## src/pkg/lvr_pkg.sv

```systemverilog
// Shared constants, types and helper functions of the link interrupt vector router.
package lvr_pkg;

	// ----------------------------------------------------------------
	// Sizes
	// ----------------------------------------------------------------
	localparam int NUM_VECTORS = 256;
	localparam int NUM_WORDS   = 8;
	localparam int NUM_LINES   = 4;

	// ----------------------------------------------------------------
	// Register byte offsets
	// ----------------------------------------------------------------
	localparam logic [7:0] ADDR_PENDING_BASE  = 8'h80;
	localparam logic [7:0] ADDR_PENDING_WORD6 = 8'h98;
	localparam logic [7:0] ADDR_PENDING_WORD7 = 8'h9C;
	localparam logic [7:0] ADDR_ENABLE_BASE   = 8'hA0;
	localparam logic [7:0] ADDR_ENABLE_WORD0  = 8'hA0;
	localparam logic [7:0] ADDR_ENABLE_WORD1  = 8'hA4;
	localparam logic [7:0] ADDR_ENABLE_WORD2  = 8'hA8;
	localparam logic [7:0] ADDR_ENABLE_WORD3  = 8'hAC;
	localparam logic [7:0] ADDR_ROUTE_CFG     = 8'hC0;
	localparam logic [7:0] ADDR_IRQ_STATUS    = 8'hC4;
	localparam logic [7:0] ADDR_IRQ_MASK      = 8'hC8;

	// ----------------------------------------------------------------
	// Reset values and field positions
	// ----------------------------------------------------------------
	localparam logic [31:0] RST_WORD       = 32'h00000000;
	localparam logic [1:0]  RST_ROUTE      = 2'h0;
	localparam logic [2:0]  RST_IRQ        = 3'h0;
	localparam int          ROUTE_MODE_LSB = 0;
	localparam int          STAT_MSG_BIT   = 0;
	localparam int          STAT_MASKED_BIT = 1;
	localparam int          STAT_LINE_BIT  = 2;

	// ----------------------------------------------------------------
	// Bus responses and routing modes
	// ----------------------------------------------------------------
	localparam logic [1:0] RESP_OKAY   = 2'h0;
	localparam logic [1:0] RESP_SLVERR = 2'h2;

	typedef enum logic [1:0] {
		stripe_by_one_routing  = 2'b00,
		stripe_by_two_routing  = 2'b01,
		stripe_by_four_routing = 2'b10
	} lvr_route_t;

	// Returns the interrupt line of a vector under a routing mode.
	function automatic logic [1:0] lvr_line_of(input logic [7:0] idx, input logic [1:0] mode);
		logic [1:0] line;
		line = idx[7:6];
		if (mode == stripe_by_two_routing) begin
			line = {idx[7], idx[0]};
		end else if (mode == stripe_by_four_routing) begin
			line = idx[1:0];
		end
		return line;
	endfunction

	// Merges write data into an old word under byte strobes.
	function automatic logic [31:0] lvr_merge(input logic [31:0] old, input logic [31:0] data,
		input logic [3:0] strb);
		logic [31:0] res;
		res = old;
		for (int b = 0; b < 4; b++) begin
			if (strb[b]) begin
				res[b*8 +: 8] = data[b*8 +: 8];
			end
		end
		return res;
	endfunction

endpackage

```

## src/verilog/lvr_line_map.sv

```systemverilog
// Combinational map from pending and enabled vectors onto the four interrupt lines.
`timescale 1ns/10ps
module lvr_line_map
	import lvr_pkg::*;
#(
	parameter int NV = NUM_VECTORS
) (
	input  wire logic [NV-1:0]        pending_bits,
	input  wire logic [NV-1:0]        enable_bits,
	input  wire logic [1:0]           route_mode,
	output logic      [NUM_LINES-1:0] line_active
);

	// Each line is the OR of every enabled, pending vector routed to it.
	always_comb begin
		line_active = '0;
		for (int v = 0; v < NV; v++) begin
			if (pending_bits[v] && enable_bits[v]) begin // see (RULE_11)
				line_active[lvr_line_of(v[7:0], route_mode)] = 1'b1; // see (RULE_02)
			end
		end
	end

endmodule // lvr_line_map

```

## src/verilog/lvr_router.sv

```systemverilog
// Link interrupt vector router with AXI4-Lite register access.
// Operation
// (RULE_01) 256 enable bits, one per vector.
// (RULE_02) Software selects one of three routing patterns.
// (RULE_03) Stripe-by-one: blocks of 64 per line.
// (RULE_04) Stripe-by-two: parity and upper half pick line.
// (RULE_05) Stripe-by-four: line is index modulo four.
// (RULE_06) High controller drives lines four to seven.
// (RULE_07) Word-to-line mapping follows the chosen pattern.
// (RULE_08) Vector bits 255-224 at 0x9C, reset zero.
// (RULE_09) Enable words at 0xA0-0xBC, reset zero.
// (RULE_10) Enable bits 63-32, 95-64 feed lines 0, 1.
// (RULE_11) Line high while routed vector pending and enabled.
// (RULE_12) Link message sets pending until software changes.
`timescale 1ns/10ps
module lvr_router
	import lvr_pkg::*;
#(
	parameter bit HIGH_LINK_CONTROLLER = 1'b0,
	parameter int ADDR_W               = 8
) (
	input  wire logic              clk,
	input  wire logic              rst,
	input  wire logic [ADDR_W-1:0] s_axi_awaddr,
	input  wire logic              s_axi_awvalid,
	output logic                   s_axi_awready,
	input  wire logic [31:0]       s_axi_wdata,
	input  wire logic [3:0]        s_axi_wstrb,
	input  wire logic              s_axi_wvalid,
	output logic                   s_axi_wready,
	output logic [1:0]             s_axi_bresp,
	output logic                   s_axi_bvalid,
	input  wire logic              s_axi_bready,
	input  wire logic [ADDR_W-1:0] s_axi_araddr,
	input  wire logic              s_axi_arvalid,
	output logic                   s_axi_arready,
	output logic [31:0]            s_axi_rdata,
	output logic [1:0]             s_axi_rresp,
	output logic                   s_axi_rvalid,
	input  wire logic              s_axi_rready,
	input  wire logic              msg_valid,
	input  wire logic [7:0]        msg_vector,
	output logic [7:0]             irq_line,
	output logic                   irq
);

	// ----------------------------------------------------------------
	// Storage
	// ----------------------------------------------------------------
	logic [NUM_WORDS-1:0][31:0] pending;
	logic [NUM_WORDS-1:0][31:0] enable;
	logic [1:0]                 route_mode;
	logic [2:0]                 irq_status;
	logic [2:0]                 irq_mask;
	logic [NUM_LINES-1:0]       line_active;
	logic [NUM_LINES-1:0]       line_prev;

	// ----------------------------------------------------------------
	// Bus handshake state
	// ----------------------------------------------------------------
	logic              aw_held;
	logic [ADDR_W-1:0] aw_addr;
	logic              w_held;
	logic [31:0]       w_data;
	logic [3:0]        w_strb;
	logic              aw_hs;
	logic              w_hs;
	logic              wr_fire;
	logic              rd_fire;
	logic              next_aw_held;
	logic              next_w_held;
	logic              next_bvalid;
	logic              next_rvalid;

	// ----------------------------------------------------------------
	// Decoded access
	// ----------------------------------------------------------------
	logic                 wr_pend;
	logic                 wr_enab;
	logic                 wr_route;
	logic                 wr_mask;
	logic                 wr_ok;
	logic [2:0]           wr_word;
	logic [31:0]          rd_value;
	logic                 rd_ok;
	logic                 rd_status;
	logic [2:0]           rd_word;
	logic [2:0]           irq_events;
	logic [2:0]           next_irq_status;
	logic                 msg_masked;

	// Channel handshakes; a write completes once address and data are both held.
	assign aw_hs   = s_axi_awvalid && s_axi_awready;
	assign w_hs    = s_axi_wvalid && s_axi_wready;
	assign wr_fire = aw_held && w_held && !s_axi_bvalid;
	assign rd_fire = s_axi_arvalid && s_axi_arready;

	// Next values of the hold flags and the response valids.
	assign next_aw_held = (aw_held || aw_hs) && !wr_fire;
	assign next_w_held  = (w_held || w_hs) && !wr_fire;
	assign next_bvalid  = wr_fire || (s_axi_bvalid && !s_axi_bready);
	assign next_rvalid  = rd_fire || (s_axi_rvalid && !s_axi_rready);

	// ----------------------------------------------------------------
	// Write channel
	// ----------------------------------------------------------------

	// Address capture; the ready drops while an address is held or a response waits.
	always_ff @(posedge clk or posedge rst) begin
		if (rst) begin
			aw_held       <= 1'b0;
			aw_addr       <= '0;
			s_axi_awready <= 1'b0;
		end else begin
			aw_held       <= next_aw_held;
			s_axi_awready <= !next_aw_held && !next_bvalid;
			if (aw_hs) begin
				aw_addr <= s_axi_awaddr;
			end
		end
	end

	// Data capture, independent of the address so either may come first.
	always_ff @(posedge clk or posedge rst) begin
		if (rst) begin
			w_held       <= 1'b0;
			w_data       <= '0;
			w_strb       <= '0;
			s_axi_wready <= 1'b0;
		end else begin
			w_held       <= next_w_held;
			s_axi_wready <= !next_w_held && !next_bvalid;
			if (w_hs) begin
				w_data <= s_axi_wdata;
				w_strb <= s_axi_wstrb;
			end
		end
	end

	// Write address decode; unmapped addresses change nothing and get an error response, except those above 0xFF whose low byte is the status offset.
	always_comb begin
		wr_pend  = 1'b0;
		wr_enab  = 1'b0;
		wr_route = 1'b0;
		wr_mask  = 1'b0;
		wr_word  = aw_addr[4:2];
		if (aw_addr[1:0] != 2'b00) begin
			wr_pend = 1'b0;
		end else if (aw_addr[7:5] == ADDR_PENDING_BASE[7:5]) begin
			wr_pend = 1'b1;
		end else if (aw_addr[7:5] == ADDR_ENABLE_BASE[7:5]) begin
			wr_enab = 1'b1;
		end else if (aw_addr[7:0] == ADDR_ROUTE_CFG) begin
			wr_route = 1'b1;
		end else if (aw_addr[7:0] == ADDR_IRQ_MASK) begin
			wr_mask = 1'b1;
		end
		if (ADDR_W > 8 && (aw_addr >> 8) != '0) begin
			wr_pend  = 1'b0;
			wr_enab  = 1'b0;
			wr_route = 1'b0;
			wr_mask  = 1'b0;
		end
	end

	// Status is read-only but a write to it is accepted and ignored.
	assign wr_ok = wr_pend || wr_enab || wr_route || wr_mask || (aw_addr[7:0] == ADDR_IRQ_STATUS);

	// Write response.
	always_ff @(posedge clk or posedge rst) begin
		if (rst) begin
			s_axi_bvalid <= 1'b0;
			s_axi_bresp  <= RESP_OKAY;
		end else begin
			s_axi_bvalid <= next_bvalid;
			if (wr_fire) begin
				s_axi_bresp <= wr_ok ? RESP_OKAY : RESP_SLVERR;
			end
		end
	end

	// ----------------------------------------------------------------
	// Vector registers
	// ----------------------------------------------------------------

	// Pending words; a link message sets its bit, and the set wins over a software write.
	always_ff @(posedge clk or posedge rst) begin
		if (rst) begin
			pending <= '{default: RST_WORD}; // see (RULE_08)
		end else begin
			for (int i = 0; i < NUM_WORDS; i++) begin
				if (wr_fire && wr_pend && wr_word == i[2:0]) begin
					pending[i] <= lvr_merge(pending[i], w_data, w_strb); // see (RULE_12)
				end
				if (msg_valid && msg_vector[7:5] == i[2:0]) begin
					pending[i][msg_vector[4:0]] <= 1'b1; // see (RULE_12)
				end
			end
		end
	end

	// Enable words, one bit per vector, one enabling and zero masking.
	always_ff @(posedge clk or posedge rst) begin
		if (rst) begin
			enable <= '{default: RST_WORD}; // see (RULE_09)
		end else if (wr_fire && wr_enab) begin
			enable[wr_word] <= lvr_merge(enable[wr_word], w_data, w_strb); // see (RULE_01)
		end
	end

	// Routing method select; the reserved code falls back to blocks of 64.
	always_ff @(posedge clk or posedge rst) begin
		if (rst) begin
			route_mode <= RST_ROUTE;
		end else if (wr_fire && wr_route && w_strb[0]) begin
			route_mode <= w_data[ROUTE_MODE_LSB +: 2]; // see (RULE_02)
		end
	end

	// ----------------------------------------------------------------
	// Line routing
	// ----------------------------------------------------------------

	// Pattern decode; word-to-line grouping follows the selected mode.
	lvr_line_map #(
		.NV (NUM_VECTORS)
	) u_line_map (
		.pending_bits (pending), // see (RULE_07)
		.enable_bits  (enable),
		.route_mode   (route_mode), // see (RULE_03) (RULE_04) (RULE_05) (RULE_10)
		.line_active  (line_active)
	);

	// Drives the low or the high group of lines depending on the controller.
	always_ff @(posedge clk or posedge rst) begin
		if (rst) begin
			irq_line  <= 8'h00;
			line_prev <= '0;
		end else begin
			line_prev <= line_active;
			if (HIGH_LINK_CONTROLLER) begin
				irq_line <= {line_active, 4'h0}; // see (RULE_06)
			end else begin
				irq_line <= {4'h0, line_active}; // see (RULE_11)
			end
		end
	end

	// ----------------------------------------------------------------
	// Event interrupt
	// ----------------------------------------------------------------

	// A message whose vector is masked is flagged separately.
	assign msg_masked = msg_valid && !enable[msg_vector[7:5]][msg_vector[4:0]];

	// Events: message taken, masked message, a line newly raised.
	assign irq_events[STAT_MSG_BIT]    = msg_valid;
	assign irq_events[STAT_MASKED_BIT] = msg_masked;
	assign irq_events[STAT_LINE_BIT]   = |(line_active & ~line_prev);

	// Sticky status cleared by a read; an event in the same cycle survives.
	assign next_irq_status = (rd_fire && rd_status ? 3'h0 : irq_status) | irq_events;

	// Status, mask and the level interrupt.
	always_ff @(posedge clk or posedge rst) begin
		if (rst) begin
			irq_status <= RST_IRQ;
			irq_mask   <= RST_IRQ;
			irq        <= 1'b0;
		end else begin
			irq_status <= next_irq_status;
			if (wr_fire && wr_mask && w_strb[0]) begin
				irq_mask <= w_data[2:0];
			end
			irq <= |(next_irq_status & irq_mask);
		end
	end

	// ----------------------------------------------------------------
	// Read channel
	// ----------------------------------------------------------------

	assign rd_word   = s_axi_araddr[4:2];
	assign rd_status = rd_ok && s_axi_araddr[7:0] == ADDR_IRQ_STATUS;

	// Read decode; unused upper bits read as zero.
	always_comb begin
		rd_value = 32'h00000000;
		rd_ok    = 1'b1;
		if (s_axi_araddr[1:0] != 2'b00) begin
			rd_ok = 1'b0;
		end else if (s_axi_araddr[7:5] == ADDR_PENDING_BASE[7:5]) begin
			rd_value = pending[rd_word];
		end else if (s_axi_araddr[7:5] == ADDR_ENABLE_BASE[7:5]) begin
			rd_value = enable[rd_word];
		end else if (s_axi_araddr[7:0] == ADDR_ROUTE_CFG) begin
			rd_value[ROUTE_MODE_LSB +: 2] = route_mode;
		end else if (s_axi_araddr[7:0] == ADDR_IRQ_STATUS) begin
			rd_value[2:0] = irq_status;
		end else if (s_axi_araddr[7:0] == ADDR_IRQ_MASK) begin
			rd_value[2:0] = irq_mask;
		end else begin
			rd_ok = 1'b0;
		end
		if (ADDR_W > 8 && (s_axi_araddr >> 8) != '0) begin
			rd_ok    = 1'b0;
			rd_value = 32'h00000000;
		end
	end

	// Read response, one outstanding read at a time.
	always_ff @(posedge clk or posedge rst) begin
		if (rst) begin
			s_axi_arready <= 1'b0;
			s_axi_rvalid  <= 1'b0;
			s_axi_rdata   <= 32'h00000000;
			s_axi_rresp   <= RESP_OKAY;
		end else begin
			s_axi_arready <= !next_rvalid;
			s_axi_rvalid  <= next_rvalid;
			if (rd_fire) begin
				s_axi_rdata <= rd_ok ? rd_value : 32'h00000000;
				s_axi_rresp <= rd_ok ? RESP_OKAY : RESP_SLVERR;
			end
		end
	end

endmodule // lvr_router

```

## config.mk

```make
export PLATFORM = sky130hd
export DESIGN_NAME = lvr_router
export DESIGN_NICKNAME = d
export VERILOG_FILES = /design/src/pkg/lvr_pkg.sv /design/src/verilog/lvr_line_map.sv /design/src/verilog/lvr_router.sv
export SDC_FILE = /design/constraint.sdc
export NUM_CORES = 2
export LEC_CHECK = 0
export BUFFER_PORTS_ARGS = -buffer_cell sky130_fd_sc_hd__clkbuf_2
export CORE_MARGIN = 1.5
export CORE_UTILIZATION = 40
export CTS_CLUSTER_DIAMETER = 40
export CTS_CLUSTER_SIZE = 28
export DETAILED_ROUTE_END_ITERATION = 10
export PLACE_DENSITY_LB_ADDON = 0.1
export SETUP_SLACK_MARGIN = 0.4
export SYNTH_ARGS = -nofsm -noshare
export SYNTH_HDL_FRONTEND = slang
export SYNTH_SLANG_ARGS = --single-unit
```

## constraint.sdc

```tcl
create_clock -name clk -period 36.2 [get_ports clk]
set_input_delay 10.86 -clock clk [delete_from_list [all_inputs] [get_ports clk]]
set_output_delay 10.86 -clock clk [all_outputs]
set_load 0.01 [all_outputs]
```

Word level (Yosys, flattened, before mapping). Cells that the tools add are included. Widths: inputs -> output; s select.

Bits in registers: 612. Logic and storage cells: 2569. Bits in latches: 0. Output and inout bits: 50. Input bits: 68. Memories kept: 0. Memory bits (read-only): 0. RAM bits: 0.

Multipliers: 0. $add $sub $neg: 0. Eq/ne operators: 26. Shifts and indexed selects: 0. Mux-type cells: 1151. $lt $le $gt $ge: 518. Divide/modulo/power cells: 0. Bitwise gates (word level): 267. Reduce and logical (&&, ||, !) cells: 573.

Operators by type and width (count): $mux 4 (256); $or 4x4->4 (255); $lt 2x3->1 const B (256); $mux 32 (24); $mux 2 (279); $logic_and 1x1->1 (550); $demux 1 s2 (256); $ge 2x1->1 const B (256); $bmux 32 s3 (4); $mux 8 (40); $mux 1 (283); $bwmux 256 (1); $or 32x32->32 (8); $demux 32 s3 (1); $eq 8x8->1 const B (6); $eq 3x3->1 const B (12); $mux 29 (1); $eq 3x2->1 const B (4); $lt 3x4->1 const B (3); $mux 3 (4); $logic_not 1->1 (9); $logic_or 1x1->1 (8); $eq 3x1->1 const B (2); $logic_not 3->1 (2); other kinds (14) (15).

Longest topological paths before layout.
Depth after elaboration: 523. Depth in mapped cells: 13. Gate-level depth less buffers: 10.

Hierarchy. Synthesis repeated with hierarchy kept, for this count alone.

Cells, all modules: 2637. Area total of the unflattened synthesis: 34164.0 um2.

By module, submodules not included: lvr_router (times used 1, seq. area each 15264.6 um2, cells each 2398, area an instance 32493.7 um2); lvr_line_map (times used 1, seq. area each 0.0 um2, cells each 239, area an instance 1670.4 um2).

Least setup slack after synthesis. No wires, ideal clock.

Path type: input to register. Start point: in s_axi_araddr[2]. End point: reg s_axi_rdata[11]. Slack: 23.219 ns. Path buffers: 3. Stages on the path: 7. Arrival: 12.860 ns. Cells stage by stage: clkbuf_1 -> clkbuf_1 -> buf_1 -> mux4_1 -> mux2i_1 -> a22oi_1 -> a22o_1.

Longest elaborated chain between the ends: 8.

RTL lines: start, declared (line lvr_router.sv:34) `input wire logic [ADDR_W-1:0] s_axi_araddr,`; $eq 8x8->1 (line lvr_router.sv:300) `end else if (s_axi_araddr[7:0] == ADDR_IRQ_MASK) begin`; $mux 1 (line lvr_router.sv:300); $mux 1 (line lvr_router.sv:298) `end else if (s_axi_araddr[7:0] == ADDR_IRQ_STATUS) begin`; $mux 1 (line lvr_router.sv:296) `end else if (s_axi_araddr[7:0] == ADDR_ROUTE_CFG) begin`; $mux 1 (line lvr_router.sv:294) `end else if (s_axi_araddr[7:5] == ADDR_ENABLE_BASE[7:5]) begin`; $mux 1 (line lvr_router.sv:292) `end else if (s_axi_araddr[7:5] == ADDR_PENDING_BASE[7:5]) begin`; $mux 1 (line lvr_router.sv:290) `if (s_axi_araddr[1:0] != 2'b00) begin`; $mux 32 * (line lvr_router.sv:322) `s_axi_rdata <= rd_ok ? rd_value : 32'h00000000;`; end signal, assigned (line lvr_router.sv:322); end, declared (line lvr_router.sv:37) `output logic [31:0] s_axi_rdata,`.

Every way passes the cells marked *; elsewhere a longest branch is shown, timed or not. The select of a mux whose other input is x is not followed. A chain may end at the register's enable or synchronous reset.

Worst setup path after layout.
Start point: in msg_vector[5]. End point: reg irq.

Longest elaborated chain between the ends: 9.

RTL lines: start, declared (line lvr_router.sv:42) `input wire logic [7:0] msg_vector,`; $bmux 32 s3 (line lvr_router.sv:254) `assign msg_masked = msg_valid && !enable[msg_vector[7:5]][msg_vector[4:0]];`; $mux 32 (not written as such) (line lvr_router.sv:254); $bmux 1 s5 (line lvr_router.sv:254); $mux 1 (not written as such) (line lvr_router.sv:254); $logic_not 1->1 (line lvr_router.sv:254); $logic_and 1x1->1 (line lvr_router.sv:254); $or 3x3->3 (line lvr_router.sv:262) `assign next_irq_status = (rd_fire && rd_status ? 3'h0 : irq_status) | irq_events;`; via next_irq_status[1] (line lvr_router.sv:89) `logic [2:0] next_irq_status;`; $and 3x3->3 (line lvr_router.sv:275) `irq <= |(next_irq_status & irq_mask);`; $reduce_or 3->1 (line lvr_router.sv:275); end signal, assigned (line lvr_router.sv:275); end, declared (line lvr_router.sv:44) `output logic irq`.

The timed path passes the listed nets, and every way through them passes these cells. The select of a mux whose other input is x is not followed.

==> impl_metrics.env <==
export IMPL_firstDrtPassIters=6
export IMPL_pin_count=118
export IMPL_min_period_ns=14.13
export IMPL_grt_pass1_wl_um=222000
export IMPL_stdcell_count=3917
export IMPL_min_delay_path_class="reg2reg"
export IMPL_preCtsSetupSlack_ns=21.38
export IMPL_track_usage_pct=37.4
export IMPL_use_met3_pct=10.6
export IMPL_synthSimpleGateAreaFrac_pct=3.71
export IMPL_reg2reg_from="aw_addr[3]"
export IMPL_synth_top_family_by_area="multiplexers"
export IMPL_core_area_um2=83800
export IMPL_synth_compound_area_share_pct=10.3
export IMPL_maxCapViolCount=0
export IMPL_syn_instance_count=2594
export IMPL_grt_pass1_vias=26400
export IMPL_clock_sinks=610
export IMPL_design_area_um2=39700
export IMPL_post_drt_wl_per_cell_um=41.3
export IMPL_total_power_mw=2.59
export IMPL_power_leakage_nw=17.7
export IMPL_cts_root_buf="clkbuf_16"
export IMPL_status="finished clean"
export IMPL_top_usage_layer="met2"
export IMPL_dieArea_um2=86700
export IMPL_numCtsBuffers=118
export IMPL_vias=27000
export IMPL_antenna_found_initial=3
export IMPL_worst_slack_ns=22.07
export IMPL_worstSetupEndpoint="irq"
export IMPL_post_cts_buffers=0
export IMPL_worstMarginPinSlew_ns=1.19
export IMPL_grtUsageMet1_pct=51.3
export IMPL_fp_dieH_um=294
export IMPL_cpMostUsedCell="buf_4"
export IMPL_async_reset_ff_share_pct=100
export IMPL_crit_arrival_ns=14.75
export IMPL_ctsHoldBuffers=0
export IMPL_crit_path_start_kind="input pin"
export IMPL_synth_seq_cells=610
export IMPL_ys_types=65
export IMPL_drc=0
export IMPL_drt_total_wl_um=162000
export IMPL_dieWidth_um=294
export IMPL_cpPeakStageDelay_ns=0.73
export IMPL_synth_edf_count=0
export IMPL_cts_htree_levels=3
export IMPL_hpwl_um=112000
export IMPL_synth_xor_area_share_pct=0
export IMPL_avgSynthCellArea_um2=13.1
export IMPL_dpl_cell_area_um2=35600
export IMPL_cts_resized=0
export IMPL_rr_worst_depth=5
export IMPL_clock_latency_ns=0.70
export IMPL_cp_cell_sequence="buf_4, buf_4, mux4_2, mux2i_1, o22ai_1, nor3_1, a211oi_1, or3_1, o21ai_1, a221o_1"
export IMPL_rows=106
export IMPL_fin_skew_ns=0.0259
export IMPL_nNetsFinal=2756
export IMPL_reg2reg_to="enable[104]"
export IMPL_max_freq_ghz=0.0708
export IMPL_synth_mux_area_share_pct=38.2
export IMPL_ys_warn_count=0
export IMPL_initial_core_util_pct=40.5
export IMPL_synthAdderAreaFrac_pct=0.111
export IMPL_rsz0062_at_grt="false"
export IMPL_area_growth_pct=16.8
export IMPL_io_buffers=111
export IMPL_worstSetupPathType="in2reg"
export IMPL_grt_use_met2_pct=54.1
export IMPL_timing_final_crit_share_pct=39.0
export IMPL_slew_viol_final=0
export IMPL_drtIter0Drc=3665
export IMPL_drt_vias_per_instance=6.88
export IMPL_slowest_stage="buf_4"
export IMPL_hold_violations=0
export IMPL_cp_end_kind="flip-flop"
export IMPL_clk_pin_slew_ns=0.05
export IMPL_startpoint="msg_vector[5]"
export IMPL_relSlewSlack_pct=20.6
export IMPL_fin_setup_tns_ns=0
export IMPL_finish_utilization_pct=47.3
export IMPL_peakVddDrop_uv=53.7
export IMPL_cts_tree="done"
export IMPL_placed_cells=3699
export IMPL_powerDensity_nw_per_um2=65.3
export IMPL_fill_cells=7554
export IMPL_ys_dominant_reg_cell="dfrtp_1"
export IMPL_holdWs_ns=0.462
export IMPL_ant_nets=0
export IMPL_gp_congestion=1.04
export IMPL_path_max_fanout=37
export IMPL_grt_max_degree=120
export IMPL_setup_viol=0
export IMPL_yosysSeqAreaShare_pct=44.9
export IMPL_cp_required_ns=36.82
export IMPL_regToRegSetupSlack_ns=32.38
export IMPL_syn_area_um2=34000
export IMPL_drive_gt1_share_pct=33.7
export IMPL_clk_path_buf_depth=3
export IMPL_globalRouteOverflowTotal=0
==> critical path: cells and delay by family <==
kind / cells / cell delay (ns)
AO/OA/AOI/OAI: 4 / 0.97
multiplexers: 2 / 0.86
buffers and inverters: 2 / 1.27
AND/OR/NAND/NOR: 2 / 0.65
==> registers in the layout (all words and copies together), names as in the netlist, 2 cells and up <==
signal and count:
w_data 32, irq_mask 3, irq_status 3, irq_line 4, route_mode 2, s_axi_rdata 32
w_strb 4, pending 256, aw_addr 8, enable 256
==> cell families after synthesis <==
logic type / after synthesis
mux: 941
flops: 610
compound gates: 554
simple gates: 271
buf+inv: 214
fa+ha+maj: 3
other cells: 1
==> how the worst min path moves through the flow <==
stage | from | endpoint | cells past startpoint
final | aw_held | s_axi_awready | 1
after global placement | aw_held | s_axi_awready | 1
after CTS | aw_held | s_axi_awready | 1
after detailed placement | aw_held | s_axi_awready | 1
after floorplan | aw_held | s_axi_awready | 1
after global routing | s_axi_rdata[12] | s_axi_rdata[12] | 1
==> layout make-up <==
class	count	area, um2	area share [%]
antenna	4	10.0	0.0252
clock buffer	153	3370	8.49
clock inverter	61	659	1.66
inverter	15	63.8	0.161
multi-input combinational	1775	17900	45.1
sequential	610	15300	38.5
tap	1134	1420	3.58
timing repair buffer	165	985	2.48
==> layout by cell type (no fill, tap or decap), drive strengths merged, types with 5 or more instances in the layout <==
cell / netlist / layout
mux2i: 381 / 381
a222oi: 11 / 11
bufinv: 0 / 9
nand2b: 7 / 7
clkinv: 0 / 25
a31oi: 7 / 7
clkbuf: 117 / 259
mux4: 252 / 252
clkinvlp: 0 / 14
nor2: 39 / 39
and3: 5 / 5
o21ai: 305 / 305
nand4: 11 / 11
a21oi: 13 / 13
o22ai: 12 / 12
nand2: 138 / 138
a22oi: 91 / 91
a211oi: 6 / 6
dfrtp: 610 / 610
a221oi: 29 / 29
conb: 1 / 6
nor3: 11 / 11
inv: 15 / 28
nor2b: 14 / 14
mux2: 308 / 308
nand3: 21 / 21
buf: 82 / 59
a22o: 54 / 54
==> per-layer routing <==
metal  up-vias  wire length [um]
li1      10400                 -
met1     14300             65000
met2      1881             69400
met3       371             18400
met4         6              8790
met5         -                62
==> cell usage after synthesis, types with 15 or more instances <==
master	n	area share, %
a221oi_1	29	0.75
a22o_1	54	1.4
a22oi_1	91	2.0
buf_1	49	0.54
buf_2	19	0.28
clkbuf_1	117	1.3
dfrtp_1	610	45
inv_1	15	0.17
mux2_1	15	0.50
mux2_2	293	9.7
mux2i_1	381	11
mux4_2	249	17
nand2_1	138	1.5
nand3_1	21	0.31
nor2_1	39	0.43
o21ai_0	80	1.2
o21ai_1	225	3.3
==> where the power goes <==
group / internal, mW / switching (mW) / total (mW)
Sequential: 0.755 / 0.189 / 0.944
Clock: 0.717 / 0.391 / 1.11
Combinational: 0.215 / 0.324 / 0.539
Note: power is estimated with default switching activity, not from simulation.
